--- config.mk ---
export PLATFORM = sky130hd
export DESIGN_NAME = rtc_counter_core
export DESIGN_NICKNAME = d
export VERILOG_FILES = /design/src/verilog/rtc_pkg.sv /design/src/verilog/count_prescaler.sv /design/src/verilog/calendar_step.sv /design/src/verilog/rtc_counter_core.sv
export SDC_FILE = /design/constraint.sdc
export NUM_CORES = 1
export LEC_CHECK = 0
export BUFFER_PORTS_ARGS = -buffer_cell sky130_fd_sc_hd__buf_4
export CELL_PAD_IN_SITES_DETAIL_PLACEMENT = 1
export CELL_PAD_IN_SITES_GLOBAL_PLACEMENT = 1
export CORE_MARGIN = 8
export CORE_UTILIZATION = 29
export DETAILED_ROUTE_END_ITERATION = 10
export PLACE_DENSITY = 0.53
export REMOVE_ABC_BUFFERS = 1
export SLEW_MARGIN = 20
export SYNTH_ARGS = -nofsm -noshare
export SYNTH_HDL_FRONTEND = slang
export SYNTH_SLANG_ARGS = --single-unit
--- constraint.sdc ---
create_clock -name clk -period 8.4 [get_ports clk]
set_input_delay 0.42 -clock clk [delete_from_list [all_inputs] [get_ports clk]]
set_output_delay 0.42 -clock clk [all_outputs]
set_load 0.01 [all_outputs]
--- src/verilog/rtc_pkg.sv ---
// Shared constants and state types for the real-time counter core.
// Assumes an APB register bus with 32-bit data and one clock domain.
package rtc_pkg;

    // Register indexes; the byte address is four times the index.
    localparam logic [5:0] IDX_CTRL   = 6'h00;
    localparam logic [5:0] IDX_RDREQ  = 6'h02;
    localparam logic [5:0] IDX_EVENT_OUTPUT_CONTROL = 6'h04;
    localparam logic [5:0] IDX_IENCLR = 6'h06;
    localparam logic [5:0] IDX_IENSET = 6'h07;
    localparam logic [5:0] IDX_FLAGS  = 6'h08;
    localparam logic [5:0] IDX_STATUS = 6'h0A;
    localparam logic [5:0] IDX_DBG    = 6'h0B;
    localparam logic [5:0] IDX_FCORR  = 6'h0C;
    localparam logic [5:0] IDX_COUNT  = 6'h10;
    localparam logic [5:0] IDX_PER    = 6'h14;
    localparam logic [5:0] IDX_COMPARE_ZERO  = 6'h18;
    localparam logic [5:0] IDX_COMPARE_ONE_16  = 6'h1A;

    // Control register field positions.
    localparam int C_SOFT_RESET_BIT  = 0;
    localparam int C_EN     = 1;
    localparam int C_MODE   = 2;
    localparam int C_HOUR12 = 6;
    localparam int C_CLRM   = 7;
    localparam int C_PRESC  = 8;

    // Interrupt flag and mask positions.
    localparam int F_COMPARE_ZERO_FLAG = 0;
    localparam int F_CMP1 = 1;
    localparam int F_SYNC = 6;
    localparam int F_OVF  = 7;

    // Event control positions, status busy bit and debug run bit.
    localparam int E_COMPARE_ZERO_FLAG = 8;
    localparam int E_CMP1 = 9;
    localparam int E_OVF  = 15;
    localparam int S_BUSY = 7;
    localparam int D_RUN  = 0;
    localparam int R_RREQ = 15;

    // Operating modes.
    localparam logic [1:0] MODE_CNT32 = 2'h0;
    localparam logic [1:0] MODE_CNT16 = 2'h1;

    // Calendar limits.
    localparam logic [5:0] SEC_MAX   = 6'h3B;
    localparam logic [4:0] HOUR_MAX  = 5'h17;
    localparam logic [3:0] H12_TOP   = 4'hC;
    localparam logic [3:0] H12_LAST  = 4'hB;
    localparam logic [3:0] MON_MAX   = 4'hC;
    localparam logic [3:0] MON_FEB   = 4'h2;
    localparam logic [15:0] MON30    = 16'h0A50;
    localparam logic [4:0] DAYS_31   = 5'h1F;
    localparam logic [4:0] DAYS_30   = 5'h1E;
    localparam logic [4:0] DAYS_29   = 5'h1D;
    localparam logic [4:0] DAYS_28   = 5'h1C;

    // Calendar word layout.
    typedef struct packed {
        logic [5:0] year;
        logic [3:0] month;
        logic [4:0] day;
        logic [4:0] hour;
        logic [5:0] minute;
        logic [5:0] second;
    } cal_s;

    // Whole state of the counter core.
    typedef struct packed {
        logic        sync1;
        logic        sync2;
        logic        srcPrev;
        logic        enable;
        logic        clrMatch;
        logic        hour12;
        logic [1:0]  mode;
        logic [3:0]  presc;
        logic [15:0] read_request;
        logic [15:0] event_output_control;
        logic [7:0]  intMask;
        logic [7:0]  flags;
        logic [7:0]  frequency_correction;
        logic        runHalt;
        logic [31:0] count;
        logic [31:0] compare_zero;
        logic [15:0] per;
        logic [15:0] compare_one_16;
        logic        pendWr;
        logic [31:0] pendVal;
        logic        pready;
        logic        pslverr;
        logic [31:0] prdata;
        logic        irq;
        logic        ovfEv;
        logic        cmp0Ev;
        logic        cmp1Ev;
        logic [7:0]  perEv;
    } rtc_state_s;

    localparam rtc_state_s STATE_RST = '0;

endpackage

--- src/verilog/count_prescaler.sv ---
// Divides the synchronised source-clock edge pulse by a power of two.
// Assumes srcTick is a one-cycle pulse in the clk domain.
`timescale 1ns/100ps
`default_nettype none
module count_prescaler #(
    parameter int DIV_W = 15,
    parameter int PS_W  = 4,
    parameter int PER_N = 8
) (
    input  wire logic             clk,
    input  wire logic             sys_rst,
    input  wire logic             clear,
    input  wire logic             srcTick,
    input  wire logic [PS_W-1:0]  prescale,
    output logic                  cntTick,
    output logic [PER_N-1:0]      perTick
);

    typedef struct packed {
        logic [DIV_W-1:0] div;
    } prsc_state_s;

    prsc_state_s st_reg;
    prsc_state_s st_next;
    logic [DIV_W-1:0] mask;
    logic [DIV_W-1:0] pmask;

    // divide by power. A tick leaves when all selected low bits are ones.
    always_comb begin
        st_next = st_reg;
        mask    = ~({DIV_W{1'b1}} << prescale);
        cntTick = srcTick && ((st_reg.div & mask) == mask);
        for (int i = 0; i < PER_N; i++) begin
            pmask      = ~({DIV_W{1'b1}} << (i + 1));
            perTick[i] = srcTick && ((st_reg.div & pmask) == pmask);
        end
        if (clear) begin
            st_next.div = '0;
        end else if (srcTick) begin
            st_next.div = st_reg.div + 1'b1;
        end
    end

    // Registers the divider state.
    always_ff @(posedge clk) begin
        if (sys_rst) begin
            st_reg <= '0;
        end else begin
            st_reg <= st_next;
        end
    end

endmodule
`default_nettype wire

--- src/verilog/calendar_step.sv ---
// Advances a packed calendar word by one second.
// Assumes the word holds valid values; purely combinational.
`timescale 1ns/100ps
`default_nettype none
module calendar_step (
    input  wire logic [31:0] timeIn,
    input  wire logic        hour12,
    output logic [31:0]      timeOut
);

    rtc_pkg::cal_s t;
    rtc_pkg::cal_s n;
    logic          carry;
    logic [4:0]    dim;

    // calendar carries. Each field rolls into the next one up.
    always_comb begin
        t     = rtc_pkg::cal_s'(timeIn);
        n     = t;
        carry = 1'b0;
        dim   = rtc_pkg::DAYS_31;
        if (t.month == rtc_pkg::MON_FEB) begin
            dim = (t.year[1:0] == 2'h0) ? rtc_pkg::DAYS_29 : rtc_pkg::DAYS_28;
        end else if (rtc_pkg::MON30[t.month]) begin
            dim = rtc_pkg::DAYS_30;
        end
        if (t.second == rtc_pkg::SEC_MAX) begin
            n.second = '0;
            if (t.minute == rtc_pkg::SEC_MAX) begin
                n.minute = '0;
                if (hour12) begin
                    // Twelve-hour form: bit 4 marks the afternoon.
                    if (t.hour[3:0] == rtc_pkg::H12_TOP) begin
                        n.hour = {t.hour[4], 4'h1};
                    end else if (t.hour[3:0] == rtc_pkg::H12_LAST) begin
                        n.hour = {~t.hour[4], rtc_pkg::H12_TOP};
                        carry  = t.hour[4];
                    end else begin
                        n.hour = t.hour + 5'h01;
                    end
                end else if (t.hour == rtc_pkg::HOUR_MAX) begin
                    n.hour = '0;
                    carry  = 1'b1;
                end else begin
                    n.hour = t.hour + 5'h01;
                end
            end else begin
                n.minute = t.minute + 6'h01;
            end
        end else begin
            n.second = t.second + 6'h01;
        end
        if (carry) begin
            if (t.day >= dim) begin
                n.day = 5'h01;
                if (t.month >= rtc_pkg::MON_MAX) begin
                    n.month = 4'h1;
                    n.year  = t.year + 6'h01;
                end else begin
                    n.month = t.month + 4'h1;
                end
            end else begin
                n.day = t.day + 5'h01;
            end
        end
        timeOut = 32'(n);
    end

endmodule
`default_nettype wire

--- src/verilog/rtc_counter_core.sv ---
// Real-time counter core with APB registers, three counting modes,
// sticky interrupt flags and event pulses.
// Assumes one 125 MHz clock; the source clock arrives as a slow pin.
//
// Notes on behaviour
// - Counting rate is source clock divided by two to the prescaler setting.
// - Control enable bit one starts counting, zero stops it.
// - Soft reset restores all registers except debug control; counter left disabled.
// - Mode field: zero 32-bit, one 16-bit, otherwise calendar.
// - In 32-bit mode enabled counter increments on each counting tick.
// - In 32-bit mode all-ones wraps to zero and sets overflow flag.
// - In 32-bit mode the full counter is readable and writable.
// - Compare zero match sets its flag on the next counting tick.
// - In 32-bit mode with clear-on-match the counter returns to zero after a match.
// - In 32-bit mode with clear-on-match a match sets compare and overflow flags together.
// - In 16-bit mode counter increments up to the period register.
// - Sync busy rises when a cross-domain transfer starts, falls when done.
// - Counter halts in debug unless run-while-halted is set.
`timescale 1ns/100ps
`default_nettype none
module rtc_counter_core #(
    parameter int DIV_W = 15,
    parameter int PER_N = 8
) (
    input  wire logic        clk,
    input  wire logic        sys_rst,
    input  wire logic        psel,
    input  wire logic        penable,
    input  wire logic        pwrite,
    input  wire logic [7:0]  paddr,
    input  wire logic [31:0] pwdata,
    output logic [31:0]      prdata,
    output logic             pready,
    output logic             pslverr,
    input  wire logic        srcClkPin,
    input  wire logic        dbgHalt,
    output logic             irq,
    output logic             ovfEvent,
    output logic             cmp0Event,
    output logic             cmp1Event,
    output logic [PER_N-1:0] perEvent
);

    rtc_pkg::rtc_state_s st_reg;
    rtc_pkg::rtc_state_s st_next;

    logic             srcTick;
    logic             cntTick;
    logic [PER_N-1:0] perTick;
    logic [31:0]      calNext;
    logic [5:0]       idx;
    logic             accessHit;
    logic             wrEn;
    logic             swrstHit;

    // Bus decode shared by the core and the prescaler clear.
    assign idx       = paddr[7:2];
    assign accessHit = psel & penable;
    assign wrEn      = accessHit & pwrite & st_reg.pready;
    assign srcTick   = st_reg.sync2 & ~st_reg.srcPrev;

    // soft reset strobe. Also restarts the prescaler.
    assign swrstHit = wrEn && (idx == rtc_pkg::IDX_CTRL) && (paddr[1:0] == 2'h0)
                      && pwdata[rtc_pkg::C_SOFT_RESET_BIT];

    count_prescaler #(
        .DIV_W (DIV_W),
        .PS_W  (4),
        .PER_N (PER_N)
    ) u_prescaler (
        .clk      (clk),
        .sys_rst  (sys_rst),
        .clear    (swrstHit),
        .srcTick  (srcTick),
        .prescale (st_reg.presc),
        .cntTick  (cntTick),
        .perTick  (perTick)
    );

    calendar_step u_calendar (
        .timeIn  (st_reg.count),
        .hour12  (st_reg.hour12),
        .timeOut (calNext)
    );

    // Next-state logic: synchroniser, bus slave, counting and flags.
    always_comb begin
        logic        mapped;
        logic [31:0] rdVal;
        logic        tick;
        logic        match0;
        logic        match1;
        logic [7:0]  setFlags;
        logic [7:0]  clrFlags;
        logic [31:0] wrVal;

        st_next  = st_reg;
        mapped   = 1'b1;
        rdVal    = '0;
        setFlags = '0;
        clrFlags = '0;
        wrVal    = pwdata;

        // The source clock pin passes two flip-flops before edge detection.
        st_next.sync1   = srcClkPin;
        st_next.sync2   = st_reg.sync1;
        st_next.srcPrev = st_reg.sync2;

        // Read mux; an unaligned or unknown address is refused.
        case (idx)
            rtc_pkg::IDX_CTRL: begin
                rdVal[rtc_pkg::C_EN]            = st_reg.enable;
                rdVal[rtc_pkg::C_MODE +: 2]     = st_reg.mode;
                rdVal[rtc_pkg::C_HOUR12]        = st_reg.hour12;
                rdVal[rtc_pkg::C_CLRM]          = st_reg.clrMatch;
                rdVal[rtc_pkg::C_PRESC +: 4]    = st_reg.presc;
            end
            rtc_pkg::IDX_RDREQ:  rdVal = 32'(st_reg.read_request);
            rtc_pkg::IDX_EVENT_OUTPUT_CONTROL: rdVal = 32'(st_reg.event_output_control);
            rtc_pkg::IDX_IENCLR: rdVal = 32'(st_reg.intMask);
            rtc_pkg::IDX_IENSET: rdVal = 32'(st_reg.intMask);
            rtc_pkg::IDX_FLAGS:  rdVal = 32'(st_reg.flags);
            // busy shown. High while a counter write waits for a tick.
            rtc_pkg::IDX_STATUS: rdVal[rtc_pkg::S_BUSY] = st_reg.pendWr;
            rtc_pkg::IDX_DBG:    rdVal[rtc_pkg::D_RUN] = st_reg.runHalt;
            rtc_pkg::IDX_FCORR:  rdVal = 32'(st_reg.frequency_correction);
            // full counter read. Only 16 bits show in 16-bit mode.
            rtc_pkg::IDX_COUNT: begin
                if (st_reg.mode == rtc_pkg::MODE_CNT16) begin
                    rdVal = 32'(st_reg.count[15:0]);
                end else begin
                    rdVal = st_reg.count;
                end
            end
            rtc_pkg::IDX_PER: rdVal = 32'(st_reg.per);
            rtc_pkg::IDX_COMPARE_ZERO: begin
                if (st_reg.mode == rtc_pkg::MODE_CNT32) begin
                    rdVal = st_reg.compare_zero;
                end else begin
                    rdVal = 32'(st_reg.compare_zero[15:0]);
                end
            end
            rtc_pkg::IDX_COMPARE_ONE_16: rdVal = 32'(st_reg.compare_one_16);
            default: mapped = 1'b0;
        endcase
        if (paddr[1:0] != 2'h0) begin
            mapped = 1'b0;
        end

        // One wait state: answer is registered on the first access cycle.
        st_next.pready  = accessHit & ~st_reg.pready;
        st_next.pslverr = accessHit & ~st_reg.pready & ~mapped;
        st_next.prdata  = (accessHit & ~st_reg.pready & ~pwrite & mapped) ? rdVal : '0;

        // debug halt. Counting pauses unless run-while-halted is set.
        tick   = cntTick & st_reg.enable & ~(dbgHalt & ~st_reg.runHalt);
        match0 = 1'b0;
        match1 = 1'b0;

        // mode select. The mode field picks the counting rule.
        if (tick) begin
            case (st_reg.mode)
                rtc_pkg::MODE_CNT32: begin
                    match0 = (st_reg.count == st_reg.compare_zero);
                    // compare flag. Set on the tick after equality.
                    setFlags[rtc_pkg::F_COMPARE_ZERO_FLAG] = match0;
                    if (match0 && st_reg.clrMatch) begin
                        // clear on match. both flags set together.
                        st_next.count            = '0;
                        setFlags[rtc_pkg::F_OVF] = 1'b1;
                    end else begin
                        // increment per tick. wrap sets overflow.
                        st_next.count            = st_reg.count + 32'h00000001;
                        setFlags[rtc_pkg::F_OVF] = &st_reg.count;
                    end
                end
                rtc_pkg::MODE_CNT16: begin
                    match0 = (st_reg.count[15:0] == st_reg.compare_zero[15:0]);
                    match1 = (st_reg.count[15:0] == st_reg.compare_one_16);
                    setFlags[rtc_pkg::F_COMPARE_ZERO_FLAG] = match0;
                    setFlags[rtc_pkg::F_CMP1] = match1;
                    if (st_reg.count[15:0] == st_reg.per) begin
                        // period wrap. Back to zero with overflow.
                        st_next.count            = '0;
                        setFlags[rtc_pkg::F_OVF] = 1'b1;
                    end else begin
                        // count to period. Period register is the top.
                        st_next.count = 32'(st_reg.count[15:0] + 16'h0001);
                    end
                end
                default: begin
                    // calendar tick. makes each tick one second.
                    st_next.count = calNext;
                end
            endcase
        end

        // sync completes. A pending counter write lands on a counting tick.
        if (cntTick && st_reg.pendWr) begin
            st_next.count            = st_reg.pendVal;
            st_next.pendWr           = 1'b0;
            setFlags[rtc_pkg::F_SYNC] = 1'b1;
        end

        // Register writes take effect at the edge that completes the access.
        if (wrEn && mapped) begin
            case (idx)
                rtc_pkg::IDX_CTRL: begin
                    // enable bit. One starts, zero stops counting.
                    st_next.enable   = pwdata[rtc_pkg::C_EN];
                    st_next.mode     = pwdata[rtc_pkg::C_MODE +: 2];
                    st_next.hour12   = pwdata[rtc_pkg::C_HOUR12];
                    st_next.clrMatch = pwdata[rtc_pkg::C_CLRM];
                    st_next.presc    = pwdata[rtc_pkg::C_PRESC +: 4];
                end
                rtc_pkg::IDX_RDREQ: begin
                    st_next.read_request                 = pwdata[15:0];
                    st_next.read_request[rtc_pkg::R_RREQ] = 1'b0;
                end
                rtc_pkg::IDX_EVENT_OUTPUT_CONTROL: st_next.event_output_control = pwdata[15:0];
                rtc_pkg::IDX_IENCLR: st_next.intMask = st_reg.intMask & ~pwdata[7:0];
                rtc_pkg::IDX_IENSET: st_next.intMask = st_reg.intMask | pwdata[7:0];
                rtc_pkg::IDX_FLAGS:  clrFlags = pwdata[7:0];
                rtc_pkg::IDX_DBG:    st_next.runHalt = pwdata[rtc_pkg::D_RUN];
                rtc_pkg::IDX_FCORR:  st_next.frequency_correction = pwdata[7:0];
                rtc_pkg::IDX_COUNT: begin
                    // counter write. busy until the next tick.
                    if (st_reg.mode == rtc_pkg::MODE_CNT16) begin
                        wrVal = 32'(pwdata[15:0]);
                    end
                    st_next.pendWr  = 1'b1;
                    st_next.pendVal = wrVal;
                end
                rtc_pkg::IDX_PER: st_next.per = pwdata[15:0];
                rtc_pkg::IDX_COMPARE_ZERO: begin
                    if (st_reg.mode == rtc_pkg::MODE_CNT32) begin
                        st_next.compare_zero = pwdata;
                    end else begin
                        st_next.compare_zero = 32'(pwdata[15:0]);
                    end
                end
                rtc_pkg::IDX_COMPARE_ONE_16: st_next.compare_one_16 = pwdata[15:0];
                default: begin
                end
            endcase
        end

        // Sticky flags: a set in the same cycle as its clear wins.
        st_next.flags = (st_reg.flags & ~clrFlags) | setFlags;

        // Event pulses follow the events that set the flags; period pulses follow the prescaler taps.
        st_next.ovfEv  = setFlags[rtc_pkg::F_OVF] & st_reg.event_output_control[rtc_pkg::E_OVF];
        st_next.cmp0Ev = setFlags[rtc_pkg::F_COMPARE_ZERO_FLAG] & st_reg.event_output_control[rtc_pkg::E_COMPARE_ZERO_FLAG];
        st_next.cmp1Ev = setFlags[rtc_pkg::F_CMP1] & st_reg.event_output_control[rtc_pkg::E_CMP1];
        st_next.perEv  = perTick & st_reg.event_output_control[PER_N-1:0];

        // Interrupt is high while any unmasked flag is set.
        st_next.irq = |(st_next.flags & st_next.intMask);

        // soft reset. Everything but debug control, the synchroniser and bus ready returns.
        // software has already cleared enable; reset forces it off anyway.
        if (swrstHit) begin
            st_next         = rtc_pkg::STATE_RST;
            st_next.sync1   = srcClkPin;
            st_next.sync2   = st_reg.sync1;
            st_next.srcPrev = st_reg.sync2;
            st_next.runHalt = st_reg.runHalt;
            st_next.pready  = accessHit & ~st_reg.pready;
            st_next.pslverr = 1'b0;
            st_next.prdata  = '0;
        end
    end

    // Registers the whole core state.
    always_ff @(posedge clk) begin
        if (sys_rst) begin
            st_reg <= rtc_pkg::STATE_RST;
        end else begin
            st_reg <= st_next;
        end
    end

    // Outputs come straight from the state flip-flops.
    assign prdata    = st_reg.prdata;
    assign pready    = st_reg.pready;
    assign pslverr   = st_reg.pslverr;
    assign irq       = st_reg.irq;
    assign ovfEvent  = st_reg.ovfEv;
    assign cmp0Event = st_reg.cmp0Ev;
    assign cmp1Event = st_reg.cmp1Ev;
    assign perEvent  = st_reg.perEv;

endmodule
`default_nettype wire

Yosys cells after proc, flatten, opt, wreduce, memory -nomap -nowiden:

Memories as Yosys holds them, arrays and structs flattened. A register that Yosys moved wholly into a read port is not among the register bits.
Index checks and enable logic that the tools add are counted.

* bitwise operators: 33
* reduce and logical (&&, ||, !) cells: 47
* equality and inequality tests: 32
* shift operators: 1
* multiplexer cells: 58
* magnitude comparators: 3
* add/sub/neg operators: 9

Operators with widths (count)
* $mux 32: 7
* $pmux 20 s6: 1
* $mux 33: 2
* $pmux 32 s2: 1
* $eq 16x16->1: 3
* $mux 5: 7
* $add 32x1->32 const B: 1
* $and 8x8->8: 4
* $eq 32x32->1: 1
* $reduce_and 32->1: 1
* $pmux 3 s10: 1
* $pmux 4 s7: 1
* $eq 6x4->1 const B: 4
* $eq 6x5->1 const B: 4
* $mux 8: 3
* $pmux 1 s10: 2
* $reduce_and 2->1: 10
* $reduce_bool 4->1: 5
* $add 6x1->6 const B: 3
* $eq 6x3->1 const B: 3
* $eq 6x6->1 const B: 3
* $mux 6: 3
* $pmux 2 s9: 1
* $add 16x1->17 const B: 1
* 44 further kinds: 111

* input bits: 47
* word-level logic and storage cells: 219
* ROM bits: 16
* memories: 1
* bits in registers: 258
* output and inout bits: 46

Memories
* (name not given): depth 16, width 1, rd ports 1, clocked after memory_dff 1, wr ports 0, line calendar_step.sv:24 `end else if (rtc_pkg::MON30[t.month]) begin`

Logic depth before layout (Yosys ltp):

* depth after elaboration: 12
* gate-level depth with buffers: 14
* depth with buffers taken out: 13

By module:

From an unflattened synthesis, not the netlist that was laid out.

* cells, all modules: 1679
* area total of the unflattened synthesis: 13819.5 um^2

By module, submodules not included
* rtc_counter_core: seq. area each 4864.7 um^2, area an instance 11816.3 um^2, times used 1, cells each 1409
* calendar_step: seq. area each 0.0 um^2, area an instance 1076.0 um^2, times used 1, cells each 159
* count_prescaler: seq. area each 300.3 um^2, area an instance 927.1 um^2, times used 1, cells each 111

Least setup slack after synthesis:

No wires, ideal clock.

* kind: register -> register
* start point: register st_reg[165] (netlist name)
* end point: register st_reg[171] (netlist name)
* setup time: 0.115 ns
* cell stages (with the launch flop): 15
* required time: 8.285 ns
* clock period less this slack: 3.024 ns
* path slack: 5.376 ns
* path buffers: 1
* data arrival time: 2.909 ns
* path through: dfxtp_1 clkbuf_1 inv_1 ha_1 nor3b_1 mux2i_1 ha_1 nand2b_1 a21oi_1 o21ai_0 a31oi_1 or2_2 a31oi_1 a21boi_0 o21a_1

* cells in the longest elaborated chain, start to end: 6
* elaborated cells on any way between the ends: 14
* classes of those cells: 1 x add/sub; 2 x order compare; 2 x eq/ne; 5 x mux; 4 x reduce/logical

RTL lines
* from (decl): line rtc_counter_core.sv:44 `rtc_pkg::rtc_state_s st_reg;`
* from (signal assigned): line rtc_counter_core.sv:277 `st_reg <= rtc_pkg::STATE_RST;`
* from (signal assigned): line rtc_counter_core.sv:279 `st_reg <= st_next;`
* parallel branches: the longest is 6 deep, another holds $add 32x1->32

Several ways; the timed one is not identified. The select of a mux whose other input is x is not followed.
A chain may end at the register's enable or synchronous reset.

Worst setup path after layout:

* start point: register st_reg[166] (netlist name)
* end point: register st_reg[171] (netlist name)

Same word-level chain as after synthesis.

==> flow_summary.toml <==
[cts]
post_cts_buffers = 0
cts_buffers = 34
clk_pin_slew_worst_paths_ns = 0.06
htree_levels = 2
cts_root_buffer = "clkbuf_16"
cts_hold_buf = 0
clockBufferDepth = 3
cts_sinks = 259
clk_latency_ns = 0.55
cts_tree = "built"
cts_resized = 0

[timing]
finalClockSkew_ns = 0.0235
fin_ws_ns = 4.74
min_period_over_period_pct = 43.5
worst_pin_slew_ns = 1.10
final_hold_viol_count = 0
rsz0062_at_grt = "false"
max_freq_ghz = 0.273
setup-tns-final_ns = 0
slew_headroom_pct = 26.9
setup_viol = 0
slew_viol_final = 0
min_period_ns = 3.66

[placement]
dp_hpwl_mm = 36.4
dp_slack_ns = 4.57
io_buffers = 92
gp_congestion = 0.819

[logic_synthesis]
postSynthCellCount = 1682
synthFlopType = "dfxtp_1"
ys_seq_area_share_pct = 39.3
synth_most_common_cell = "nand2_1"
synthArstFlopShare_pct = 0
syn_area_um2 = 13200
syn_area_per_cell_um2 = 7.84
synth_warnings = 0
synth-edff-count = 0
ys_seq_elements = 259
synth.top_cell.area_share_pct = 39.3
netlist_top_cells_count = "nand2_1 (318), dfxtp_1 (259), a21oi_1 (190)"
ys_types = 79
synthTopCellsByArea = "dfxtp_1 (39%), nand2_1 (9.0%), a21oi_1 (7.2%)"
synth_top_area_cell = "dfxtp_1"

[route]
wire_per_inst_um = 22.5
dr.first_iter.drc_count = 837
routed_via_density = 5.35
vias = 12200
ant_nets = 0
drt-pass1-iter-count = 5
drcViolationCount = 0
postRouteWirelength_mm = 51.4

[power_and_ir_drop]
p_int_uw = 2190
p_comb_share_pct = 3.2
powerDensity_nw_per_um2 = 187
irDropWorstVdd_v = 0.000129
p_leak_uw = 0.00550
seqPwrFrac_pct = 43.4
p_sw_share_pct = 22.9
clockPowerShare_pct = 53.4
finalPower_uw = 2840
p_sw_uw = 650

[grt]
grt_start_max_net_pins = 91
antenna_found_initial = 0
grt_usage_pct = 18.9
overflow = 0
met3_usage_pct = 2.45
grt_pass1_vias = 12400
use_met2_pct = 31.9
grt-busiest-layer = "met2"
grt_pass1_wl_mm = 78.7
use_met1_pct = 24.9

[cells_and_area]
num_antenna_cells = 0
multi_input_area_um2 = 7090
largest_reg_flops = 197
fillers = 5446
finalNetCount = 1722
area_growth_pct = 14.9
regArea_um2 = 5180
drive_above_1_share_pct = 12.0

[floorplan]
die_y_um = 229
row_count = 78
start_util_pct = 29.2
dieWidth_um = 229
die_area_um2 = 52600
io-pin-count = 93
coreArea_um2 = 45200

[run_status]
status = "finished clean"

[min_path]
hold_path_class = "in -> reg"

[critical_path]
cp_slowest_stage_delay_ns = 0.50
crit_slowest_cell = "o21ai_0"
crit_type = "reg -> reg"
worst_ep_required_time_ns = 8.83
worst-path-max-fanout = 8
path_cells = "ha_1 > nor3b_1 > mux2i_1 > ha_1 > nand2b_1 > a21oi_1 > o21ai_0 > a31oi_1 > or2_2 > a31oi_1 > a21boi_0 > o21a_1"
worstSetupStartpointType = "flop"
crit_buf_inv = 0
worst_ep_arrival_time_ns = 4.09
critPathTopFamily = "compound AO/OA/AOI/OAI gates"
endpoint_kind = "flop"

[run]
cap_viol_max_count = 0
cell families (layout without fill, tap and decap cells):
kind of cell | after synthesis | in the layout | share of synthesized area, %
compound gates | 432 | 432 | 20.7
xor+xnor | 86 | 86 | 5.71
fa+ha+maj | 14 | 14 | 1.33
buf+inv | 196 | 200 | 7.29
flops | 259 | 259 | 39.3
mux | 36 | 36 | 2.79
simple gates | 659 | 659 | 22.9
metrics by stage:
| step | hold WS, ns | instance area (um^2) | utilization, % | std cells |
|---|---|---|---|---|
| after floorplan | 0.414 | 12300 | - | 1507 |
| after global placement | 0.424 | 14000 | 30.9 | 2225 |
| after detailed placement | 0.450 | 14000 | 31.0 | 2225 |
| after CTS | 0.0970 | 15200 | 33.5 | 2286 |
| after global routing | 0.129 | 15200 | 33.5 | 2286 |
| final | 0.126 | 15200 | 33.5 | 2286 |
path summary, 6_finish.rpt:
path	slack (ns)	start	endpoint	cells after the start
max reg2reg	4.74	st_reg[166]	st_reg[171]	12
max	4.74	st_reg[166]	st_reg[171]	12
min reg2reg	0.45	st_reg[182]	st_reg[182]	2
min	0.13	srcClkPin	st_reg[243]	2
layout make-up:
type	count	area share, %
Inverter	21	0.520
Clock inverter	11	0.727
Sequential cell	259	34.2
Multi-Input combinational cell	1227	46.8
Clock buffer	50	6.96
Tap cell	600	4.95
Timing Repair Buffer	118	5.85
cell usage in the layout, fill, tap and decap left out, types with 5 or more instances in the layout:
master / instances
nand2_1: 318
dfxtp_1: 259
a21oi_1: 190
nor2_1: 125
buf_4: 118
a22oi_1: 68
xor2_1: 58
o21ai_0: 54
nand3_1: 52
clkbuf_16: 37
mux2i_1: 33
xnor2_1: 28
and3_1: 23
inv_1: 21
and2_1: 18
nor4_1: 18
nor3_1: 18
nand4_1: 15
a31oi_1: 14
a222oi_1: 14
ha_1: 14
nor2b_1: 12
or3_1: 12
a221oi_1: 11
nand2b_1: 10
o211ai_1: 10
clkbuf_8: 8
o31ai_1: 7
clkinv_2: 7
nor3b_1: 6
o21a_1: 6
and4_1: 6
a21boi_0: 5
o21ai_1: 5
clkbuf_1: 5
worst reg2reg max path: stages, from the launching register on:
cell and delay, ns:
dfxtp_1 0.48, ha_1 0.20, nor3b_1 0.31, mux2i_1 0.14
ha_1 0.28, nand2b_1 0.09, a21oi_1 0.07, o21ai_0 0.50
a31oi_1 0.22, or2_2 0.39, a31oi_1 0.49, a21boi_0 0.18
o21a_1 0.20
power by group through the flow:
stage | sequential [uW] | clock, uW | combinational [uW]
after floorplan | 1260 | 0 | 25.9
final | 1230 | 1520 | 90.2
after global routing | 1230 | 1600 | 95.6
after CTS | 1230 | 1560 | 90.9
after global placement | 1260 | 0 | 90.0
after detailed placement | 1260 | 0 | 90.6
layer usage:
layer  vias up  part of all wire, %
li1       5809                    -
met1      6121                   47
met2       247                   47
met3        63                  3.5
met4         0                  2.3
met5         -                    0
Note: power is estimated with default switching activity, not from simulation.
